==> config.mk <==
export PLATFORM = sky130hd
export DESIGN_NAME = jifp_flash_programmer
export DESIGN_NICKNAME = d
export VERILOG_FILES = /design/src/jifp_pkg.sv /design/src/jifp_flash_programmer.sv
export SDC_FILE = /design/constraint.sdc
export NUM_CORES = 1
export LEC_CHECK = 0
export BUFFER_PORTS_ARGS = -buffer_cell sky130_fd_sc_hd__buf_2
export CAP_MARGIN = 0
export CORE_ASPECT_RATIO = 1.2
export CORE_MARGIN = 5
export CORE_UTILIZATION = 60
export DETAILED_ROUTE_END_ITERATION = 10
export PLACE_DENSITY = 0.79
export SLEW_MARGIN = 20
export SYNTH_ARGS = -nofsm -noshare
export SYNTH_HDL_FRONTEND = slang
export SYNTH_SLANG_ARGS = --single-unit
==> constraint.sdc <==
create_clock -name core_clk -period 6.8 [get_ports core_clk]
set_clock_uncertainty 0.15 [all_clocks]
set_input_delay 1.36 -clock core_clk [delete_from_list [all_inputs] [get_ports core_clk]]
set_output_delay 1.36 -clock core_clk [all_outputs]
set_load 0.01 [all_outputs]
==> src/jifp_pkg.sv <==
/*
 jifp_pkg: constants for the indirect flash programming path behind the test port.
 assumes: the test access controller outside supplies instruction code, shift and update strobes.
*/
`default_nettype none
package jifp_pkg;
   // ***************************************************************
   // instruction codes
   // ***************************************************************
   localparam logic [15:0] JIFP_IR_IDENT     = 16'h0004;
   localparam logic [15:0] JIFP_IR_MODE_CTRL = 16'h0082;
   localparam logic [15:0] JIFP_IR_BYTE_PORT = 16'h0083;
   localparam logic [15:0] JIFP_IR_TARGET    = 16'h0084;
   // ***************************************************************
   // indirect word layout
   // ***************************************************************
   localparam int JIFP_WORD_W  = 20;
   localparam int JIFP_OP_HI   = 19;
   localparam int JIFP_OP_LO   = 18;
   localparam int JIFP_PAY_MSB = 17;
   localparam int JIFP_PAY_W   = 18;
   // ***************************************************************
   // mode control fields and reset values
   // ***************************************************************
   localparam int JIFP_SCRATCH_BIT = 7;
   localparam int JIFP_WR_HI       = 6;
   localparam int JIFP_WR_LO       = 4;
   localparam int JIFP_RD_HI       = 3;
   localparam int JIFP_RD_LO       = 0;
   localparam logic [7:0]  JIFP_MODE_RST  = 8'h00;
   localparam logic [9:0]  JIFP_PORT_RST  = 10'h000;
   localparam logic [15:0] JIFP_TGT_RST   = 16'h0000;
   localparam logic [2:0]  JIFP_WR_STORE  = 3'h0;
   localparam logic [2:0]  JIFP_WR_PROG   = 3'h1;
   localparam logic [2:0]  JIFP_WR_ERASE  = 3'h2;
   localparam logic [3:0]  JIFP_RD_HOLD   = 4'h0;
   localparam logic [3:0]  JIFP_RD_BLOCK  = 4'h1;
   localparam logic [3:0]  JIFP_RD_SINGLE = 4'h2;
   localparam logic [7:0]  JIFP_ERASE_KEY = 8'ha5;
   localparam logic [6:0]  JIFP_SCRATCH_MAX = 7'h7f;
   // ***************************************************************
   // identity word fields (values arbitrary, not a real maker or part)
   // ***************************************************************
   localparam logic [3:0]  JIFP_ID_VERSION = 4'h1;
   localparam logic [15:0] JIFP_ID_PART    = 16'h00a1;
   localparam logic [10:0] JIFP_ID_MAKER   = 11'h055;
endpackage : jifp_pkg
`default_nettype wire

==> src/jifp_flash_programmer.sv <==
/*
 jifp_flash_programmer: indirect data registers reached through the test port, driving a
 simple flash request/done port. assumes the test access state machine lives outside and
 hands over the instruction code, capture/shift/update strobes and tck/tdi on pins.
*/
`timescale 1ns/100ps
`default_nettype none
module jifp_flash_programmer
   import jifp_pkg::*;
#(
   parameter logic [15:0] LOCK_RD_ADDR = 16'hfbfe,
   parameter logic [15:0] LOCK_WR_ADDR = 16'hfbff
)(
   input  wire logic        core_clk,
   input  wire logic        rst_n,
   input  wire logic        tck_pin,
   input  wire logic        tdi_pin,
   input  wire logic [15:0] ir_code,
   input  wire logic        capture_dr,
   input  wire logic        shift_dr,
   input  wire logic        update_dr,
   output logic             tdo_out,
   output logic             flash_req,
   output logic [1:0]       flash_cmd,
   output logic             flash_scratch,
   output logic             flash_all_user,
   output logic [15:0]      flash_addr,
   output logic [7:0]       flash_wdata,
   input  wire logic        flash_done,
   input  wire logic        flash_fail,
   input  wire logic [7:0]  flash_rdata
);
   // ***************************************************************
   // pin synchronisers and tck edge detection
   // ***************************************************************
   logic [1:0] tck_sync_ff, tdi_sync_ff, cap_sync_ff, sh_sync_ff, up_sync_ff;
   logic [15:0] ir_meta_ff, ir_sync_ff;   // instruction code arrives on the same lag as capture
   logic       tck_last_ff;
   logic       tck_rise;
   logic       tck_fall;
   // two stages per pin input; only the second stage is read
   always_ff @(posedge core_clk or negedge rst_n)
   begin
      if (!rst_n)
      begin
         tck_sync_ff <= 2'h0;
         tdi_sync_ff <= 2'h0;
         cap_sync_ff <= 2'h0;
         sh_sync_ff  <= 2'h0;
         up_sync_ff  <= 2'h0;
         ir_meta_ff  <= '0;
         ir_sync_ff  <= '0;
         tck_last_ff <= 1'b0;
      end
      else
      begin
         tck_sync_ff <= {tck_sync_ff[0], tck_pin};
         tdi_sync_ff <= {tdi_sync_ff[0], tdi_pin};
         cap_sync_ff <= {cap_sync_ff[0], capture_dr};
         sh_sync_ff  <= {sh_sync_ff[0], shift_dr};
         up_sync_ff  <= {up_sync_ff[0], update_dr};
         ir_meta_ff  <= ir_code;
         ir_sync_ff  <= ir_meta_ff;
         tck_last_ff <= tck_sync_ff[1];
      end
   end
   assign tck_rise = tck_sync_ff[1] & ~tck_last_ff;
   assign tck_fall = ~tck_sync_ff[1] & tck_last_ff;

   // ***************************************************************
   // operation sequencer state
   // ***************************************************************
   typedef enum logic [2:0]
   {
      JIFP_IDLE = 3'b001,
      JIFP_REG  = 3'b010,
      JIFP_MEM  = 3'b100
   } jifp_state_t;
   localparam logic [1:0] CMD_READ  = 2'h0;
   localparam logic [1:0] CMD_PROG  = 2'h1;
   localparam logic [1:0] CMD_ERASE = 2'h2;

   jifp_state_t state_ff, nxt_state;
   logic [JIFP_WORD_W-1:0] sreg_ff, nxt_sreg;
   logic [5:0]  nbits_ff, nxt_nbits;       // bits shifted since capture
   logic        busy_ff, nxt_busy;         // indirect busy
   logic        pend_ff, nxt_pend;         // command held off while busy
   logic [1:0]  pop_ff, nxt_pop;
   logic [JIFP_PAY_W-1:0] ppay_ff, nxt_ppay;
   logic [JIFP_PAY_W-1:0] rres_ff, nxt_rres;
   logic [7:0]  mode_ff, nxt_mode;
   logic [9:0]  port_ff, nxt_port;
   logic [15:0] tgt_ff, nxt_tgt;
   logic        unread_ff, nxt_unread;     // port data not yet consumed
   logic [1:0]  fcmd_ff, nxt_fcmd;
   logic        freq_ff, nxt_freq;
   logic        tdo_ff, nxt_tdo;
   logic        all_user_ff, nxt_all_user;
   logic [31:0] ident;
   logic        sel_ind;
   logic        ind_ir;
   logic [2:0]  wr_mode;
   logic [3:0]  rd_mode;

   assign ident   = {JIFP_ID_VERSION, JIFP_ID_PART, JIFP_ID_MAKER, 1'b1};
   assign ind_ir  = (ir_sync_ff == JIFP_IR_MODE_CTRL) || (ir_sync_ff == JIFP_IR_BYTE_PORT)
                    || (ir_sync_ff == JIFP_IR_TARGET);
   assign wr_mode = mode_ff[JIFP_WR_HI:JIFP_WR_LO];
   assign rd_mode = mode_ff[JIFP_RD_HI:JIFP_RD_LO];

   // next state of shifter, registers and flash sequencer
   always_comb
   begin
      logic [1:0]            op;
      logic [JIFP_PAY_W-1:0] pay;
      logic                  go;
      logic [JIFP_WORD_W-1:0] w;
      nxt_state    = state_ff;
      nxt_sreg     = sreg_ff;
      nxt_nbits    = nbits_ff;
      nxt_busy     = busy_ff;
      nxt_pend     = pend_ff;
      nxt_pop      = pop_ff;
      nxt_ppay     = ppay_ff;
      nxt_rres     = rres_ff;
      nxt_mode     = mode_ff;
      nxt_port     = port_ff;
      nxt_tgt      = tgt_ff;
      nxt_unread   = unread_ff;
      nxt_fcmd     = fcmd_ff;
      nxt_freq     = 1'b0;
      nxt_tdo      = tdo_ff;
      nxt_all_user = all_user_ff;
      op           = pop_ff;
      pay          = ppay_ff;
      go           = 1'b0;
      w            = '0;
      sel_ind      = ind_ir;
      // capture: identity word under JIFP_IR_IDENT, otherwise busy in bit 0, right-justified result above it
      if (cap_sync_ff[1])
      begin
         nxt_nbits = 6'h0;
         if (ir_sync_ff == JIFP_IR_IDENT)
            nxt_sreg = ident[JIFP_WORD_W-1:0];
         else
            nxt_sreg = {1'b0, rres_ff, busy_ff};
         nxt_tdo = (ir_sync_ff == JIFP_IR_IDENT) ? ident[0] : busy_ff;
         // busy read low releases a held-off command
         if (sel_ind && !busy_ff && pend_ff)
         begin
            go       = 1'b1;
            nxt_pend = 1'b0;
         end
      end
      else if (sh_sync_ff[1] && tck_rise)
      begin
         // lsb out first; incoming bits enter at the top so a short shift lands left-justified
         nxt_sreg  = {tdi_sync_ff[1], sreg_ff[JIFP_WORD_W-1:1]};
         nxt_nbits = (nbits_ff == 6'h3f) ? nbits_ff : nbits_ff + 6'h1;
      end
      else if (sh_sync_ff[1] && tck_fall)
         nxt_tdo = sreg_ff[0];
      else if (up_sync_ff[1] && sel_ind && nbits_ff >= 6'd2)
      begin
         // clear the stale bits below the shifted ones; the opcode already sits at 19:18; the update level lasts
         // several cycles, so the bit count is cleared to act on it only once
         nxt_nbits = 6'h0;
         w   = sreg_ff >> (JIFP_WORD_W - ((nbits_ff > 6'd20) ? 20 : int'(nbits_ff)));
         w   = w << (JIFP_WORD_W - ((nbits_ff > 6'd20) ? 20 : int'(nbits_ff)));
         op  = w[JIFP_OP_HI:JIFP_OP_LO];
         pay = w[JIFP_PAY_MSB:0];
         if (op[1])
         begin
            if (busy_ff)
            begin
               nxt_pend = 1'b1;
               nxt_pop  = op;
               nxt_ppay = pay;
            end
            else
               go = 1'b1;
         end
      end
      else if (tck_fall)
         nxt_tdo = (ir_sync_ff == JIFP_IR_IDENT) ? ident[0] : tdo_ff;

      // start an indirect read or write on the selected register
      if (go)
      begin
         nxt_busy = 1'b1;
         nxt_rres = '0;
         if (!op[0])
         begin
            case (ir_sync_ff)
               JIFP_IR_MODE_CTRL: nxt_rres = {10'h0, mode_ff};
               JIFP_IR_TARGET:    nxt_rres = {2'h0, tgt_ff};
               default:
               begin
                  nxt_rres   = {8'h0, port_ff};
                  nxt_unread = 1'b0;
                  if (!port_ff[0] && ((rd_mode == JIFP_RD_BLOCK) ||
                      (rd_mode == JIFP_RD_SINGLE && !unread_ff)))
                  begin
                     nxt_fcmd = CMD_READ;
                     nxt_freq = 1'b1;
                     nxt_port = {port_ff[9:1], 1'b1};
                  end
               end
            endcase
         end
         else
         begin
            case (ir_sync_ff)
               JIFP_IR_MODE_CTRL: nxt_mode = pay[17:10];
               JIFP_IR_TARGET:    nxt_tgt  = pay[17:2];
               default:
               begin
                  if (!port_ff[0])
                  begin
                     nxt_port[9:2] = pay[17:10];
                     if (wr_mode == JIFP_WR_PROG)
                     begin
                        nxt_fcmd = CMD_PROG;
                        nxt_freq = 1'b1;
                        nxt_port[0] = 1'b1;
                     end
                     else if (wr_mode == JIFP_WR_ERASE && pay[17:10] == JIFP_ERASE_KEY)
                     begin
                        nxt_fcmd     = CMD_ERASE;
                        nxt_freq     = 1'b1;
                        nxt_port[0]  = 1'b1;
                        nxt_all_user = (tgt_ff == LOCK_RD_ADDR) ||
                                       (tgt_ff == LOCK_WR_ADDR);
                     end
                  end
               end
            endcase
         end
         nxt_state = nxt_freq ? JIFP_MEM : JIFP_REG;
      end
      else
      begin
         case (state_ff)
            JIFP_IDLE: nxt_state = JIFP_IDLE;
            JIFP_REG:
            begin
               nxt_busy  = 1'b0;
               nxt_state = JIFP_IDLE;
            end
            JIFP_MEM:
            begin
               if (flash_done)
               begin
                  nxt_busy     = 1'b0;
                  nxt_state    = JIFP_IDLE;
                  nxt_port[1]  = flash_fail;
                  nxt_port[0]  = 1'b0;
                  nxt_all_user = 1'b0;
                  if (fcmd_ff == CMD_READ)
                  begin
                     nxt_port[9:2] = flash_rdata;
                     nxt_unread    = 1'b1;
                  end
                  if (fcmd_ff != CMD_ERASE)
                     nxt_tgt = tgt_ff + 16'h1;
               end
            end
            default: nxt_state = JIFP_IDLE;
         endcase
      end
   end

   // registers only
   always_ff @(posedge core_clk or negedge rst_n)
   begin
      if (!rst_n)
      begin
         state_ff    <= JIFP_IDLE;
         sreg_ff     <= '0;
         nbits_ff    <= 6'h0;
         busy_ff     <= 1'b0;
         pend_ff     <= 1'b0;
         pop_ff      <= 2'h0;
         ppay_ff     <= '0;
         rres_ff     <= '0;
         mode_ff     <= JIFP_MODE_RST;
         port_ff     <= JIFP_PORT_RST;
         tgt_ff      <= JIFP_TGT_RST;
         unread_ff   <= 1'b0;
         fcmd_ff     <= 2'h0;
         freq_ff     <= 1'b0;
         tdo_ff      <= 1'b0;
         all_user_ff <= 1'b0;
      end
      else
      begin
         state_ff    <= nxt_state;
         sreg_ff     <= nxt_sreg;
         nbits_ff    <= nxt_nbits;
         busy_ff     <= nxt_busy;
         pend_ff     <= nxt_pend;
         pop_ff      <= nxt_pop;
         ppay_ff     <= nxt_ppay;
         rres_ff     <= nxt_rres;
         mode_ff     <= nxt_mode;
         port_ff     <= nxt_port;
         tgt_ff      <= nxt_tgt;
         unread_ff   <= nxt_unread;
         fcmd_ff     <= nxt_fcmd;
         freq_ff     <= nxt_freq;
         tdo_ff      <= nxt_tdo;
         all_user_ff <= nxt_all_user;
      end
   end

   // flash port; scratchpad wraps inside 0x00-0x7f, wider addresses are undefined anyway
   assign flash_req      = freq_ff;
   assign flash_cmd      = fcmd_ff;
   assign flash_scratch  = mode_ff[JIFP_SCRATCH_BIT];
   assign flash_addr     = mode_ff[JIFP_SCRATCH_BIT] ?
                           {9'h0, tgt_ff[6:0] & JIFP_SCRATCH_MAX} : tgt_ff;
   assign flash_wdata    = port_ff[9:2];
   assign flash_all_user = all_user_ff;
   assign tdo_out        = tdo_ff;
endmodule : jifp_flash_programmer
`default_nettype wire

# --- After elaboration in Yosys (flattened, before gate mapping) ---
# Cells that the tools add are included.
totals:
  ff_bits: 151
  inputBits: 33
  wordCells: 214
op_classes:
  addsub: 3
  order_cmp: 2
  eq_ne: 32
  n_shift: 2
  n_mux: 96
  bitwise_logic: 9
  reduce_logical: 44
ops:
  columns: ["operator", "count"]
  rows:
  - ["16-bit 2-to-1 mux", 8]
  - ["18-bit 2-to-1 mux", 4]
  - ["20-bit 2-to-1 mux", 3]
  - ["1-bit 2-to-1 mux", 55]
  - ["16-bit by 8-bit equality test with 1-bit output (second input constant)", 3]
  - ["6-bit 2-to-1 mux", 6]
  - ["16-bit equality test (second input constant)", 2]
  - ["8-bit 2-to-1 mux", 4]
  - ["16-bit case mux with 2 select lines", 1]
  - ["20-bit by 32-bit left shift with 20-bit output", 1]
  - ["20-bit by 32-bit >> shifter with 20-bit output", 1]
  - ["10-bit 2-to-1 mux", 3]
  - ["2-bit inequality test (second input constant)", 10]
  - ["6-bit AND reduction", 3]
  - ["2-bit nonzero test", 9]
  - ["16-bit by 1-bit adder with 16-bit output (second input constant)", 1]
  - ["16-bit by 3-bit equality test with 1-bit output (second input constant)", 1]
  - ["5-bit AND reduction", 3]
  - ["2-bit 2-to-1 mux", 7]
  - ["3-bit 2-to-1 mux", 4]
  - ["3-bit inequality test (second input constant)", 4]
  - ["3-bit nonzero test", 4]
  - ["1-bit logical AND", 9]
  - ["3-bit AND reduction", 3]
  - ["24 further kinds", 39]

# --- Depth between registers and ports, before layout ---
# Gate-level depths: netlist (run 1).
logic_depth:
  depth_word: 19
  mapped_depth: 27

# --- Worst setup path before layout (run 1) ---
# Ideal clock, no wire load.
synth_path:
  path_type: "flip-flop to flip-flop"
  start: "register nbits_ff[0]"
  end: "register fcmd_ff[1], in the netlist flash_cmd[1]"
  t_arrival_ns: 5.004
  path_slack_ns: 1.527
  stages_incl_launch_ff: 23
  period_less_slack_ns: 5.273
  cell_sequence: "dfrtp_1 > nand2b_1 > clkbuf_1 > nor2_8 > inv_2 > buf_6 > buf_6 > clkbuf_1 > clkbuf_1 > ha_1 > buf_2 > xnor2_1 > buf_2 > nand2_1 > nor4_1 > a2111oi_4 > o21ai_2 > nand4_1 > a311oi_4 > nor2_4 > a2111o_1 > mux2_1 > o21a_1"
synth_between:
  elab_chain_cells: 13
  word_cells_on_any_way: 27
  cone_classes: "add/sub (1); order compare (2); eq/ne (3); shift (2); mux (15); reduce/logical (4)"
synth_lines:
  columns: ["item", "line", "text"]
  rows:
  - ["start: declaration", "jifp_flash_programmer.sv:85", "logic [5:0] nbits_ff, nxt_nbits;"]
  - ["start signal: assignment", "jifp_flash_programmer.sv:299", "nbits_ff <= nxt_nbits;"]
  - ["6-bit by 5-bit greater-than comparator with 1-bit output", "jifp_flash_programmer.sv:168, jifp_flash_programmer.sv:169", null]
  - ["6-bit 2-to-1 mux", "jifp_flash_programmer.sv:168, jifp_flash_programmer.sv:169", null]
  - ["5-bit by 6-bit subtractor with 7-bit output", "jifp_flash_programmer.sv:168, jifp_flash_programmer.sv:169", null]
  - ["20-bit by 32-bit >> shifter with 20-bit output", "jifp_flash_programmer.sv:168", "w = sreg_ff >> (JIFP_WORD_W - ((nbits_ff > 6'd20) ? 20 : int'(nbits_ff)));"]
  - ["20-bit by 32-bit left shift with 20-bit output", "jifp_flash_programmer.sv:169", "w = w << (JIFP_WORD_W - ((nbits_ff > 6'd20) ? 20 : int'(nbits_ff)));"]
  - ["18-bit 2-to-1 mux", "jifp_flash_programmer.sv:163", "else if (up_sync_ff[1] && sel_ind && nbits_ff >= 6'd2)"]
  - ["18-bit 2-to-1 mux", "jifp_flash_programmer.sv:161", "else if (sh_sync_ff[1] && tck_fall)"]
  - ["18-bit 2-to-1 mux", "jifp_flash_programmer.sv:155", "else if (sh_sync_ff[1] && tck_rise)"]
  - ["18-bit 2-to-1 mux", "jifp_flash_programmer.sv:140", "if (cap_sync_ff[1])"]
  - ["8-bit equality test", "jifp_flash_programmer.sv:227", "else if (wr_mode == JIFP_WR_ERASE && pay[17:10] == JIFP_ERASE_KEY)"]
  - ["1-bit logical AND", "jifp_flash_programmer.sv:227", null]
  - ["3-bit by 1-bit inequality test with 1-bit output (no line)", null, null]
  - ["5-bit AND reduction (no line)", null, null]
  - ["end signal: assignment", "jifp_flash_programmer.sv:309", "fcmd_ff <= nxt_fcmd;"]
  - ["end: declaration", "jifp_flash_programmer.sv:95", "logic [1:0] fcmd_ff, nxt_fcmd;"]
# Parallel ways exist; a longest one is shown, timed or not.
# A chain may end at the register's enable or synchronous reset.

# --- Worst setup path in the final report (run 1) ---
layout_path:
  start: "register nbits_ff[3]"
  end: "register freq_ff, in the netlist flash_req"
layout_between:
  elab_chain_cells: 18
  word_cells_on_any_way: 29
  cone_classes: "add/sub (1); order compare (2); eq/ne (1); shift (2); mux (21); reduce/logical (2)"
layout_lines:
  columns: ["item", "line", "text"]
  rows:
  - ["6-bit by 5-bit greater-than comparator with 1-bit output", "jifp_flash_programmer.sv:168, jifp_flash_programmer.sv:169", null]
  - ["6-bit 2-to-1 mux", "jifp_flash_programmer.sv:168, jifp_flash_programmer.sv:169", null]
  - ["5-bit by 6-bit subtractor with 7-bit output", "jifp_flash_programmer.sv:168, jifp_flash_programmer.sv:169", null]
  - ["20-bit by 32-bit >> shifter with 20-bit output", "jifp_flash_programmer.sv:168", null]
  - ["20-bit by 32-bit left shift with 20-bit output", "jifp_flash_programmer.sv:169", null]
  - ["18-bit 2-to-1 mux", "jifp_flash_programmer.sv:163", null]
  - ["18-bit 2-to-1 mux", "jifp_flash_programmer.sv:161", null]
  - ["18-bit 2-to-1 mux", "jifp_flash_programmer.sv:155", null]
  - ["[3 not listed]", null, null]
  - ["1-bit 2-to-1 mux", "jifp_flash_programmer.sv:227", null]
  - ["1-bit 2-to-1 mux", "jifp_flash_programmer.sv:221", "if (wr_mode == JIFP_WR_PROG)"]
  - ["1-bit 2-to-1 mux", "jifp_flash_programmer.sv:218", "if (!port_ff[0])"]
  - ["1-bit 2-to-1 mux", "jifp_flash_programmer.sv:213", "case (ir_sync_ff)"]
  - ["1-bit 2-to-1 mux", "jifp_flash_programmer.sv:192", "if (!op[0])"]
  - ["1-bit 2-to-1 mux", "jifp_flash_programmer.sv:188", "if (go)"]
  - ["1-bit 2-to-1 mux (*)", "jifp_flash_programmer.sv:188", null]
  - ["named net nxt_freq", "jifp_flash_programmer.sv:96", "logic freq_ff, nxt_freq;"]
  - ["end signal: assignment", "jifp_flash_programmer.sv:310", "freq_ff <= nxt_freq;"]
  - ["end: declaration", "jifp_flash_programmer.sv:96", null]
# Mark *: on every way through the listed nets, which the timed path passes. The rest lies on a longest branch. The select of a mux whose other input is x is not followed.

==> results of run 1 <==
[per-layer routing]
layer	global-route usage (%)	vias to the layer above	wire (um)
met5	0	-	0
met3	5.91	207	2980
met4	27.8	0	3240
li1	-	4131	-
met1	44.6	4582	12500
met2	60.2	693	16200
[cell families after synthesis]
group                      synth area share, %
AOI/OAI and AO/OA                         27.7
adders and majority gates                0.644
buffers and inverters                     5.91
and+or+nand+nor                           20.4
DFF                                       37.9
xor gates and xnor gates                 0.258
muxes                                     7.26
[through the flow]
step	cells	util [%]	setup slack [ns]	hold WS (ns)
global placement	1296	63.1	0.522	0.182
detailed placement	1296	63.1	0.399	0.186
global route	1328	66.9	0.0612	0.210
CTS	1328	66.8	0.370	0.200
finish	1328	66.9	0.348	0.199
floorplan	1070	-	1.53	0.181
[power groups by stage]
stage / Clock (mW) / Sequential (mW) / Combinational [mW]
2_1_floorplan: 0 / 0.920 / 0.0540
3_3_place_gp: 0 / 0.924 / 0.102
3_5_place_dp: 0 / 0.926 / 0.103
4_1_cts: 0.945 / 0.910 / 0.104
5_1_grt: 0.984 / 0.912 / 0.114
6_report: 0.944 / 0.910 / 0.105
[layout make-up]
class,count,share of cell area [%]
clock buffers,17,3.96
repair buffers,106,6.13
multi-input cells,813,51.0
inverters,18,0.663
flip-flops and latches,147,34.2
clock inverters,15,1.52
well taps,212,2.47
[registers in the layout, summed over array words and instances, names as in the netlist, 2 cells and up]
signal and count:
port_ff 10, tgt_ff 16, sh_sync_ff 2, ir_meta_ff 16
tck_sync_ff 2, flash_cmd 2, sreg_ff 20, ir_sync_ff 16
up_sync_ff 2, mode_ff 8, nbits_ff 6, rres_ff 16
state_ff 3, tdi_sync_ff 2, cap_sync_ff 2, ppay_ff 16
[timing repair]
action	4_1_cts	5_1_grt
setup buffers	0	0
endpoints found under the setup margin	0	19
hold endpoints to repair	0	0
gates resized for setup	0	2
[cell usage in the layout, fill, tap and decap left out, types with 6 or more instances in the layout]
master	synthesis	routed
a31oi_1	26	26
a32oi_1	7	7
mux2i_1	33	33
mux2_2	23	23
nand4_1	9	9
o31ai_1	6	6
nor3b_1	8	8
inv_1	15	15
nor2_1	80	80
a211oi_1	20	20
dfrtp_1	146	146
nor2b_1	11	11
a22oi_1	8	8
a311oi_1	10	10
a22o_1	15	15
a31o_2	6	6
o21a_1	8	8
buf_4	27	43
o21ai_1	12	12
nand2_1	123	123
o211ai_1	9	9
o22ai_1	22	22
clkbuf_16	0	17
nand3_1	35	35
nor3_1	30	29
o221ai_1	7	7
nor3_2	5	6
nand2b_1	6	6
and3_1	19	19
a21oi_1	45	45
a2111oi_0	6	6
or2_2	6	6
nor4_1	20	19
o21ai_0	59	59
buf_2	24	61
[critical path, stage by stage (launching register included)]
cell	delay (ns)
dfrtp_1	0.54
o21a_1	0.49
nor2_8	0.52
inv_2	0.08
ha_1	0.67
clkinvlp_4	0.50
nor2_1	0.63
a2111oi_4	0.22
o22ai_1	0.44
a311oi_1	0.07
a2111oi_0	0.51
a2111oi_0	0.19
buf_4	0.18
mux2_2	0.34
a211o_1	0.27
o21ai_1	0.29
and2_1	0.26
[how the worst max path moves through the flow]
| stage | start | to | slack [ns] | depth (start not counted) |
|---|---|---|---|---|
| 2_1_floorplan | nbits_ff[0]$_DFFE_PN0P_ | flash_cmd[1]$_DFFE_PN0P_ | 1.53 | 22 |
| 3_3_place_gp | nbits_ff[3]$_DFFE_PN0P_ | flash_req$_DFF_PN0_ | 0.52 | 17 |
| 3_5_place_dp | nbits_ff[3]$_DFFE_PN0P_ | tgt_ff[2]$_DFFE_PN0P_ | 0.40 | 15 |
| 4_1_cts | nbits_ff[3]$_DFFE_PN0P_ | tgt_ff[2]$_DFFE_PN0P_ | 0.37 | 15 |
| 5_1_grt | nbits_ff[3]$_DFFE_PN0P_ | flash_req$_DFF_PN0_ | 0.06 | 17 |
| 6_report | nbits_ff[3]$_DFFE_PN0P_ | flash_req$_DFF_PN0_ | 0.35 | 16 |
==> run metrics, run 1 <==
DR vias slightly below 10000; Placer Congestion around 1.1; CTS Buf Count 17; largest area contributor in the netlist dfrtp_1; CTS tree done; NumNets Final approximately 1100; Final HPWL DP about 25000 um; Final Instance Area about 11000 um^2; Final Max Tran Viols 0; number of global-route vias before repair between 9000 and 10000; Diodes inserted 0; largest cells by area after synthesis dfrtp_1, nand2_1, mux2i_1; CP Class reg2reg; Clock Tree Root clkbuf_16; Seq/Total Area, Yosys 37.9%; crit share post-route approximately 95%; die width 126 um; Crit Path Max Fanout 31; core area roughly 16000 um^2; top post-synthesis cells by count dfrtp_1, nand2_1, nor2_1, o21ai_0, a21oi_1; die height about 150 um; Synthesized Nets 1108; first-pass GRT wire length roughly 54000 um; Initial Utilization between 60% and 70%; Yosys reg bits roughly 150; Synth Flop Type dfrtp_1; CTS HTree Levels 4; Cell Rows between 50 and 60; TNS Setup 0 ns; Routed WL per cell between 20 and 30 um; routed wire length ~35000 um; clock sinks about 150; Worst Hold Path Cells 0; Max Cap Violations 0; Crit Reg-Reg Startpoint nbits_ff[3]$_DFFE_PN0P_; RR Endpoint flash_req$_DFF_PN0_; sw power between 0.5 and 0.6 mW; pwr dens around 180 nW/um^2; reg-to-reg slack, setup about 0.35 ns; Fin. Hold Viols 0; DIE AREA approximately 19000 um^2; setup violators final 0; worst-skew pair later-pin latency about 0.42 ns; startpoint types flop; DP Area 10200 um^2; FMAX around 150 MHz; RSZ-0062 raised after global routing false; Multi-input gate area roughly 5500 um^2; pin count of the biggest net entering global routing slightly above 80; Setup crit end kind flop; area growth from synthesis to layout 10.7%; synthesis warning total 0; clk buf depth 2; Avg Inst Size Synth 9.08 um^2; iteration-0 DRC count of the detailed router roughly 1500; post-synthesis async set-or-reset flop share 100%; Post-Syn Instances between 1000 and 1500; drt pass-1 iters 8; worst-case reg-to-reg path depth 16; Slew headroom roughly 29%; Power, Total between 1.5 and 2 mW; Overall Global Routing Usage roughly 37%; power share of the combinational group 5.4%; DRC Markers 0; share of cells above drive strength 1 between 20% and 30%; Post-synth EDFFs 0; Critical Path RT roughly 7.0 ns; clock share of power about half; CTS clk-pin slew, worst paths 0.07 ns; Hold Path End ir_sync_ff[15]$_DFF_PN0_; Hold WC Path Type reg2reg; Arr. time, crit path about 6.6 ns; Leak 4.44 nW; Pint about 1.5 mW; sequential cell area 3680 um^2; initial antenna violation count 0; Peak VDD IR roughly 0.00027 V; Tmin final roughly 6.5 ns; hold_sp ir_meta_ff[15]$_DFF_PN0_; total congestion overflow 0; DRT antenna net count 0; via density per instance about 7.2; # IOs 63; worst slew pin tran ~1.1 ns; sw frac ~26%; port buffer count 62; Yosys top cell area share roughly 38%; Filler Cells Inserted 1286; hold buffers post-CTS 0; Sequential Power Share 46.5%; Synth cell types approximately 110; most frequent cell after synthesis dfrtp_1; Synth Cell Area a little under 10000 um^2; status completed
Power figures use the tool's default switching activity.
==> run 2, diff against run 1 <==
Settings changed: CORE_ASPECT_RATIO 1.2 to 0.75.
==> run metrics, run 2 (synthesis gave the netlist of run 1 again) <==
worst-skew pair later-pin latency 0.43 ns (was 0.42 ns); initial antenna violation count 0 (unchanged); CTS HTree Levels 4 (unchanged); # resized after CTS 0 (unchanged); routed wire length 33900 um (was 34900 um); Setup crit end kind flop (unchanged); CP max-delay cell a2111oi_0 (was ha_1); Final Instance Area 10700 um^2 (was 10800 um^2); pin count of the biggest net entering global routing 93 (was 82); clk buf depth 2 (unchanged); reg-to-reg slack, setup 0.25 ns (was 0.35 ns); iteration-0 DRC count of the detailed router 1414 (was 1481); clock sinks 147 (unchanged); DRC Markers 0 (unchanged); number of global-route vias before repair 8891 (was 9372); Final Max Tran Viols 0 (unchanged); final core occ 66.9% (about the same); pwr dens 185 nW/um^2 (was 182 nW/um^2); Post-CTS Setup Inserts 0 (unchanged); Final WS setup 0.253 ns (was 0.348 ns); DR vias 9625 (was 9613); status completed (unchanged); Crit Reg-Reg Startpoint nbits_ff[4]$_DFFE_PN0P_ (was nbits_ff[3]$_DFFE_PN0P_); Overall Global Routing Usage 35.8% (was 37.2%); Leak 4.39 nW (was 4.44 nW); Final HPWL DP 24000 um (was 25000 um); share of cells above drive strength 1 19.5% (was 20.3%); Hold WC Path Type reg2reg (unchanged); CTS clk-pin slew, worst paths 0.07 ns (about the same); CTS tree done (unchanged); Diodes inserted 0 (unchanged); Initial Utilization 60.9% (was 60.4%); CP dominant cell by count nand2_1 (was a2111oi_0); CTS Buf Count 17 (unchanged); crit path cell chain o21a_2 > nor2_8 > inv_2 > ha_1 > nor2b_1 > or4_1 > nand2_1 > nand2_1 > o221a_2 > nor2_1 > mux2i_1 > a2111oi_0 > mux2_2 > a211o_1 > o21ai_1 > a32o_1 (was o21a_1 > nor2_8 > inv_2 > ha_1 > clkinvlp_4 > nor2_1 > a2111oi_4 > o22ai_1 > a311oi_1 > a2111oi_0 > a2111oi_0 > buf_4 > mux2_2 > a211o_1 > o21ai_1 > and2_1); DP Area 10100 um^2 (was 10200 um^2); die height 120 um (was 149 um); Biggest register sreg_ff (unchanged); leading cell type in the layout, fill and taps excluded dfrtp_1 (unchanged); Power, Total 1.98 mW (was 1.96 mW); CP Class reg2reg (unchanged); die width 157 um (was 126 um); NumNets Final 1131 (was 1141); area growth from synthesis to layout 9.98% (was 10.7%); hold_sp ir_meta_ff[14]$_DFF_PN0_ (was ir_meta_ff[15]$_DFF_PN0_); Placer Congestion 1.12 (was 1.07); worst slew pin tran 0.985 ns (was 1.05 ns); FMAX 153 MHz (was 155 MHz); drt pass-1 iters 8 (unchanged); DP Worst Slack 0.283 ns (was 0.399 ns); Critical Path RT 6.96 ns (was 6.99 ns); Hold Path End ir_sync_ff[14]$_DFF_PN0_ (was ir_sync_ff[15]$_DFF_PN0_); crit share post-route 96.3% (was 94.9%); Cell Rows 40 (was 51); Max Cap Violations 0 (unchanged); via density per instance 7.31 (was 7.24); Arr. time, crit path 6.70 ns (was 6.64 ns); Cell Count Post-Placement 1284 (was 1296); Tmin final 6.55 ns (was 6.45 ns); port buffer count 62 (unchanged); DIE AREA 18900 um^2 (about the same); setup violators final 0 (unchanged); first-pass GRT wire length 52200 um (was 54000 um); Fin. Hold Viols 0 (unchanged); startpoint types flop (unchanged); Largest register FFs 20 (unchanged); hold buffers post-CTS 0 (unchanged); Slew headroom 33.3% (was 29.4%); # IOs 63 (unchanged); commonest non-fill, non-tap cells in the layout dfrtp_1, nand2_1, nor2_1 (unchanged); Routed WL per cell 25.7 um (was 26.3 um); DRT antenna net count 0 (unchanged); Peak VDD IR 0.000197 V (was 0.000271 V); slowest stage delay, CP 0.83 ns (was 0.67 ns); Filler Cells Inserted 1239 (was 1286); RR Endpoint port_ff[0]$_DFFE_PN0P_ (was flash_req$_DFF_PN0_); Cell Count, Final, Fillers Out 1316 (was 1328); Clock Tree Root clkbuf_16 (unchanged); Worst Hold Path Cells 0 (unchanged); total congestion overflow 0 (unchanged); core area 16000 um^2 (was 16100 um^2); worst-case reg-to-reg path depth 16 (unchanged); Crit Path Max Fanout 31 (unchanged)
-- run 2: changes by cell type in the layout (fill, tap and decap cells not counted), sizes merged --
cell and delta:
inv -2, bufinv -1, clkinvlp -2, clkinv +5, buf -10
-- run 2: final cells by class --
| class | count | area (um^2) | share of cell area (%) |
|---|---|---|---|
| inverter | 18 | 67.6 | 0.632 |
| clock inverter | 15 | 196 | 1.84 |
| clock buffer | 17 | 425 | 3.98 |
| sequential | 147 | 3680 | 34.4 |
| timing repair buffer | 96 | 572 | 5.35 |
| multi-input combinational | 813 | 5480 | 51.3 |
| tap | 210 | 263 | 2.46 |
-- run 2: how the worst max path moves through the flow --
stage | start | endpoint | slack [ns]
floorplan | nbits_ff[0]$_DFFE_PN0P_ | flash_cmd[1]$_DFFE_PN0P_ | 1.53
global placement | nbits_ff[4]$_DFFE_PN0P_ | port_ff[0]$_DFFE_PN0P_ | 0.28
detailed placement | nbits_ff[4]$_DFFE_PN0P_ | port_ff[0]$_DFFE_PN0P_ | 0.28
CTS | nbits_ff[4]$_DFFE_PN0P_ | port_ff[0]$_DFFE_PN0P_ | 0.27
global route | nbits_ff[4]$_DFFE_PN0P_ | port_ff[0]$_DFFE_PN0P_ | -0.0009
finish | nbits_ff[4]$_DFFE_PN0P_ | port_ff[0]$_DFFE_PN0P_ | 0.25
-- run 2: metrics by stage --
stage / TNS [ns] / hold WS (ns)
6_report: 0 / 0.195
5_1_grt: -0.000863 / 0.209
4_1_cts: 0 / 0.200
3_5_place_dp: 0 / 0.185
3_3_place_gp: 0 / 0.182
2_1_floorplan: 0 / 0.181
-- run 2: layer usage --
metal / wire length, um / GRT usage (%) / vias to the layer above
met5: 0 / 0 / -
met4: 1250 / 13.4 / 0
met3: 4760 / 12.6 / 104
met2: 13900 / 48.5 / 718
met1: 13900 / 52.4 / 4679
li1: - / - / 4124
-- run 2: power by group --
part / switching [mW] / internal [mW]
registers: 0.0168 / 0.894
clock network: 0.466 / 0.504
logic: 0.0682 / 0.0324
total: 0.551 / 1.43
-- run 2: critical path, delay by kind of cell (launching register included) --
| kind | cells | cell delay [ns] |
|---|---|---|
| buffers and inverters | 1 | 0.09 |
| AND/OR/NAND/NOR | 6 | 2.08 |
| adder cells (fa/ha/maj) | 1 | 0.52 |
| multiplexers | 2 | 0.69 |
| flip-flops | 1 | 0.63 |
| AO/OA/AOI/OAI | 6 | 2.24 |
